**src/hw/pdcs_defs.svh**
```systemverilog
`ifndef PDCS_DEFS_SVH
`define PDCS_DEFS_SVH
// register address
`define PDCS_ADDR_W 8
`define PDCS_DCS_OFF 8'he8
// control half field positions
`define PDCS_EN_LSB 0
`define PDCS_EN_MSB 3
`define PDCS_RELAX_BIT 4
`define PDCS_MPS_LSB 5
`define PDCS_MPS_MSB 7
`define PDCS_ETAG_BIT 8
`define PDCS_PHANT_BIT 9
`define PDCS_AUXPM_BIT 10
`define PDCS_NOSNP_BIT 11
`define PDCS_MRRS_LSB 12
`define PDCS_MRRS_MSB 14
// status half field positions
`define PDCS_DET_LSB 16
`define PDCS_DET_MSB 19
`define PDCS_AUXDET_BIT 20
`define PDCS_TRPND_BIT 21
// values
`define PDCS_MPS_SUP 3'h1
`define PDCS_MPS_RST 3'h0
`define PDCS_MRRS_VAL 3'h0
`define PDCS_EN_RST 4'h0
`define PDCS_AUXPM_RST 1'b0
`define PDCS_AUXDET_RST 1'b1
`define PDCS_RDATA_IDLE 32'h0
`define PDCS_NUM_ERR 4
`endif

```
**src/hw/pdcs_pkg.sv**
```systemverilog
package pdcs_pkg;
	// one bit per error class, bit 0 correctable
	typedef struct packed {
		logic ur;
		logic fe;
		logic nf;
		logic ce;
	} pdcs_err_t;
	// register port request
	typedef struct packed {
		logic wr;
		logic rd;
		logic [7:0] addr;
		logic [31:0] wdata;
	} pdcs_req_t;
endpackage

```
**src/hw/pdcs_err_flag.sv**
```systemverilog
`timescale 1ns/1ns
module pdcs_err_flag (
	// clock and reset
	input wire logic clock,
	input wire logic arst_n,
	// set by detector, cleared by software
	input wire logic set,
	input wire logic clr,
	// sticky flag
	output logic flag
);
	logic flag_reg;
	logic flag_next;

	// set wins over clear
	always_comb begin
		flag_next = set | (flag_reg & ~clr);
	end

	always_ff @(posedge clock or negedge arst_n) begin
		if (!arst_n) begin
			flag_reg <= 1'b0;
		end else begin
			flag_reg <= flag_next;
		end
	end

	assign flag = flag_reg;
endmodule // pdcs_err_flag

```
**src/hw/pdcs_regs.sv**
```systemverilog
`timescale 1ns/1ns
`include "pdcs_defs.svh"
module pdcs_regs (
	// clock and resets
	input wire logic clock,
	input wire logic arst_n,
	input wire logic por_arst_n,
	// register port
	input wire pdcs_pkg::pdcs_req_t req,
	output logic [31:0] rdata,
	// error detectors, one-cycle pulses
	input wire pdcs_pkg::pdcs_err_t err_det,
	// aux power presence pin
	input wire logic aux_pwr_present,
	// report requests to message logic
	output pdcs_pkg::pdcs_err_t err_report,
	// control values to the port
	output pdcs_pkg::pdcs_err_t err_en,
	output logic [2:0] max_payload,
	output logic aux_pm_en
);
	logic [3:0] en_reg;
	logic [2:0] mps_reg;
	logic [2:0] mps_next;
	logic aux_pm_reg;
	logic aux_meta_reg;
	logic aux_sync_reg;
	logic [3:0] flags;
	logic [3:0] report_reg;
	logic [31:0] rdata_reg;
	logic [15:0] ctrl_word;
	logic [15:0] sts_word;
	logic wr_hit;
	logic rd_hit;
	logic [2:0] mps_wr;
	logic [3:0] w1c;

	// address decode
	function automatic logic dcs_hit(input logic [`PDCS_ADDR_W-1:0] a);
		return a == `PDCS_DCS_OFF;
	endfunction

	assign wr_hit = req.wr & dcs_hit(req.addr);
	assign rd_hit = req.rd & dcs_hit(req.addr);
	assign mps_wr = req.wdata[`PDCS_MPS_MSB:`PDCS_MPS_LSB];
	assign w1c = req.wdata[`PDCS_DET_MSB:`PDCS_DET_LSB];

	// reporting enables
	always_ff @(posedge clock or negedge arst_n) begin
		if (!arst_n) begin
			en_reg <= `PDCS_EN_RST;
		end else if (wr_hit) begin
			en_reg <= req.wdata[`PDCS_EN_MSB:`PDCS_EN_LSB];
		end
	end

	// payload size with clamping
	always_comb begin
		mps_next = (mps_wr > `PDCS_MPS_SUP) ? `PDCS_MPS_SUP : mps_wr;
	end

	always_ff @(posedge clock or negedge arst_n) begin
		if (!arst_n) begin
			mps_reg <= `PDCS_MPS_RST;
		end else if (wr_hit) begin
			mps_reg <= mps_next;
		end
	end

	// sticky aux power enable, power-on reset only
	always_ff @(posedge clock or negedge por_arst_n) begin
		if (!por_arst_n) begin
			aux_pm_reg <= `PDCS_AUXPM_RST;
		end else if (wr_hit) begin
			aux_pm_reg <= req.wdata[`PDCS_AUXPM_BIT];
		end
	end

	// aux power pin synchroniser
	always_ff @(posedge clock or negedge arst_n) begin
		if (!arst_n) begin
			aux_meta_reg <= `PDCS_AUXDET_RST;
			aux_sync_reg <= `PDCS_AUXDET_RST;
		end else begin
			aux_meta_reg <= aux_pwr_present;
			aux_sync_reg <= aux_meta_reg;
		end
	end

	// error detected flags
	genvar gi;
	generate
		for (gi = 0; gi < `PDCS_NUM_ERR; gi++) begin : g_flag
			pdcs_err_flag u_flag (
				.clock(clock),
				.arst_n(arst_n),
				.set(err_det[gi]),
				.clr(wr_hit & w1c[gi]),
				.flag(flags[gi])
			);
		end
	endgenerate

	// report pulses
	always_ff @(posedge clock or negedge arst_n) begin
		if (!arst_n) begin
			report_reg <= 4'h0;
		end else begin
			report_reg <= err_det & en_reg;
		end
	end

	// read-back words
	always_comb begin
		ctrl_word = 16'h0;
		ctrl_word[`PDCS_EN_MSB:`PDCS_EN_LSB] = en_reg;
		ctrl_word[`PDCS_RELAX_BIT] = 1'b0;
		ctrl_word[`PDCS_MPS_MSB:`PDCS_MPS_LSB] = mps_reg;
		ctrl_word[`PDCS_PHANT_BIT:`PDCS_ETAG_BIT] = 2'h0;
		ctrl_word[`PDCS_AUXPM_BIT] = aux_pm_reg;
		ctrl_word[`PDCS_NOSNP_BIT] = 1'b0;
		ctrl_word[`PDCS_MRRS_MSB:`PDCS_MRRS_LSB] = `PDCS_MRRS_VAL;
		sts_word = 16'h0;
		sts_word[`PDCS_DET_MSB-16:0] = flags;
		sts_word[`PDCS_AUXDET_BIT-16] = aux_sync_reg;
		sts_word[`PDCS_TRPND_BIT-16] = 1'b0;
	end

	// read data in the cycle after the strobe only
	always_ff @(posedge clock or negedge arst_n) begin
		if (!arst_n) begin
			rdata_reg <= `PDCS_RDATA_IDLE;
		end else if (rd_hit) begin
			rdata_reg <= {sts_word, ctrl_word};
		end else begin
			rdata_reg <= `PDCS_RDATA_IDLE;
		end
	end

	assign rdata = rdata_reg;
	assign err_report = report_reg;
	assign err_en = en_reg;
	assign max_payload = mps_reg;
	assign aux_pm_en = aux_pm_reg;
endmodule // pdcs_regs

```
**config.mk**
```make
export PLATFORM = sky130hd
export DESIGN_NAME = pdcs_regs
export DESIGN_NICKNAME = d
export VERILOG_FILES = /design/src/hw/pdcs_pkg.sv /design/src/hw/pdcs_err_flag.sv /design/src/hw/pdcs_regs.sv
export VERILOG_INCLUDE_DIRS = /design/src /design/src/hw
export SDC_FILE = /design/constraint.sdc
export NUM_CORES = 1
export LEC_CHECK = 0
export ABC_AREA = 1
export BUFFER_PORTS_ARGS = -buffer_cell sky130_fd_sc_hd__buf_2
export CAP_MARGIN = 20
export CORE_MARGIN = 2
export CORE_UTILIZATION = 40
export CTS_CLUSTER_SIZE = 8
export DETAILED_ROUTE_END_ITERATION = 12
export PLACE_DENSITY_LB_ADDON = 0.12
export SYNTH_ARGS = -nofsm -noshare
export SYNTH_HDL_FRONTEND = slang
export SYNTH_SLANG_ARGS = --single-unit
```
**constraint.sdc**
```tcl
create_clock -name clock -period 0.9 [get_ports clock]
set_input_delay 0.135 -clock clock [delete_from_list [all_inputs] [get_ports clock]]
set_output_delay 0.135 -clock clock [all_outputs]
set_load 0.02 [all_outputs]
```
==> results.py <==
metrics = {
    "outcome": {
        "status": "complete, but fails checks",
        "violations": "setup timing",
    },
    "setup_path": {
        "reg2reg_setup_slack_ns": 0.02,
        "end_kind": "primary output",
        "crit_path_start_kind": "flop",
        "cp.required_ns": 0.76,
        "slowest_stage": "dfrtp_1",
        "cpLargestDelayFamily": "flip-flops",
        "cp_max_fo": 3,
        "path_class": "flop to primary output",
        "cp_slowest_stage_delay_ns": 0.42,
        "path_cells": "buf_6",
        "worstPathArrival_ns": 0.89,
        "critPathBufInv": 1,
    },
    "floorplan": {
        "die_x_um": 61.4,
        "core_area_sq_mm": 0.00310,
        "rows": 20,
        "die_h_um": 61.4,
        "io_pins": 94,
        "die_area_sq_mm": 0.00378,
        "start_util_pct": 42.5,
    },
    "logic_synthesis": {
        "synth-seq-cells": 31,
        "ys_seq_area_share_pct": 59.0,
        "yosys_warnings": 0,
        "yosys-top-cells-area": "dfrtp_1, buf_4, inv_1",
        "synth.top_cell.area_share_pct": 55.0,
        "synth_cells": 137,
        "syn_avg_cell_area_sq_um": 9.64,
        "synth_cell_types": 15,
        "yosysTopAreaCell": "dfrtp_1",
        "synth_area_sq_mm": 0.00132,
    },
    "cells_and_area": {
        "multi_input_area_sq_um": 343,
        "syn2layout_area_growth_pct": 51.8,
        "seq_area_sq_um": 778,
        "layout.nets": 264,
        "drive_above_1_share_pct": 42.8,
        "utilization_pct": 64.6,
        "largest_reg_flops": 13,
        "antenna_cells": 0,
        "final_area_sq_mm": 0.00200,
        "fillerInstances": 268,
    },
    "clock_network": {
        "htreeDepth": 2,
        "cts_buffers": 5,
        "insertion_delay_ns": 0.33,
        "cts_buffer_depth": 2,
        "cts_tree": "yes",
        "clock-root-buffer": "clkbuf_4",
        "clk_pin_slew_ns": 0.10,
        "cts.sinks": 31,
    },
    "placement": {
        "numPortBuffers": 54,
        "placed_cell_area_sq_mm": 0.00164,
        "gp_congestion": 0.741,
        "dpl.hpwl_mm": 1.76,
    },
    "global_route": {
        "grt_util_all_layers_pct": 14.2,
        "overflow": 0,
        "grt_start_max_net_pins": 20,
        "grt_pass1_vias": 861,
        "grt_antenna_before_repair": 0,
        "grt_pass1_wl_mm": 3.64,
    },
    "detailed_routing": {
        "viasPerCell": 4.02,
        "drc_errors": 0,
        "wirelength_mm": 2.51,
        "vias": 1041,
        "drt_iter0_drc": 29,
        "antenna_left": 0,
        "detail_route.wl_per_cell_um": 9.68,
        "dr.pass1.iters": 4,
    },
    "timing": {
        "final.period_utilization_pct": 114,
        "min_period_ns": 1.03,
        "fin_worst_skew_ns": 0.000839,
        "final_max_slew_viol_count": 0,
        "fmax_ghz": 0.974,
        "rsz0062_at_grt": "true",
        "finalSetupViolCount": 25,
        "hold_viol_final": 0,
        "setup_ws_ns": -0.127,
    },
    "min_path": {
        "hp-class": "input port to flop",
    },
    "flow_run": {
        "max_cap_violations": 0,
    },
    "power": {
        "p_leak_nw": 1.18,
        "power_density_mw_per_mm2": 1450,
        "ir_drop_v": 0.000808,
    },
}
## cells by family after synthesis
| logic type | after synthesis | synth area share, % |
|---|---|---|
| DFF | 31 | 59.0 |
| AOI/OAI and AO/OA | 6 | 3.98 |
| and+or+nand+nor | 46 | 15.6 |
| other | 1 | 0.284 |
| buffers and inverters | 53 | 21.1 |
## per-stage QoR
step                worst slack, ns  std cells  setup TNS [ns]  hold slack [ns]  total power, mW
floorplan                   0.00230        155               0           -0.161             1.67
global placement            -0.0920        237          -0.736          -0.0888             1.74
detailed placement           -0.107        237           -1.14          -0.0861             1.74
CTS                          -0.138        256           -2.38          0.00138             2.91
global route                 -0.153        259           -2.88          0.00693             3.02
finish                       -0.127        259           -2.05           0.0125             2.90
## metal layers
| layer | global-route usage (%) | wire length [um] |
|---|---|---|
| met4 | 9.12 | 81 |
| met3 | 4.62 | 232 |
| met1 | 14.9 | 900 |
| met5 | 0 | 0 |
| met2 | 24.3 | 1290 |
## worst min-delay path: cells and delay by family
kind	cells	cell delay, ns
simple gates	1	0.05
buf+inv	2	0.13
## layout by cell type (no fill, tap or decap)
cell type	n
inv_1	32
dfrtp_1	29
buf_2	29
buf_6	26
nand2_1	21
conb_1	19
nor2_1	13
buf_4	11
o21ai_2	6
clkbuf_4	5
nand4_1	4
dlygate4sd3_1	4
nand2_2	3
buf_12	3
nor2_4	2
nand3_2	2
dfstp_2	2
nor3_1	1
clkinv_2	1
bufinv_16	1
clkbuf_8	1
## final timing paths
path	start	to	cells after the start
min reg2reg	aux_meta_reg	aux_sync_reg	0
max in group asynchronous	arst_n	err_report[1]	3
min	err_det[0]	err_report[0]	3
min in group asynchronous	por_arst_n	aux_pm_en	2
max reg2reg	err_en[1]	err_en[1]	4
max	aux_pm_en	aux_pm_en	1
## synthesized netlist by cell type
cell type / instances
buf_2: 1
buf_4: 19
buf_6: 1
conb_1: 1
dfrtp_1: 29
dfstp_2: 2
inv_1: 32
nand2_1: 22
nand2_2: 2
nand3_2: 2
nand4_1: 4
nor2_1: 13
nor2_2: 2
nor3_1: 1
o21ai_2: 6
## report_power, final
part           internal (mW)  switching (mW)
registers               1.42          0.0153
logic                  0.146           0.204
clock network          0.656           0.462
## layout make-up
cell class / count / share of cell area [%]
Clock buffer: 6 / 2.56
Clock inverter: 2 / 1.75
Multi-Input combinational cell: 71 / 17.1
Sequential cell: 31 / 38.9
Timing Repair Buffer: 73 / 31.0
Inverter: 32 / 6.00
Tap cell: 44 / 2.75
## timing repair
| item | CTS | global route |
|---|---|---|
| setup buffers | 7 | 3 |
| hold buffers | 4 | 0 |
| gates resized for setup | 48 | 4 |
| setup endpoints to repair | 25 | 25 |
| endpoints found under the hold margin | 33 | 0 |
(Power assumes the default switching activity.)
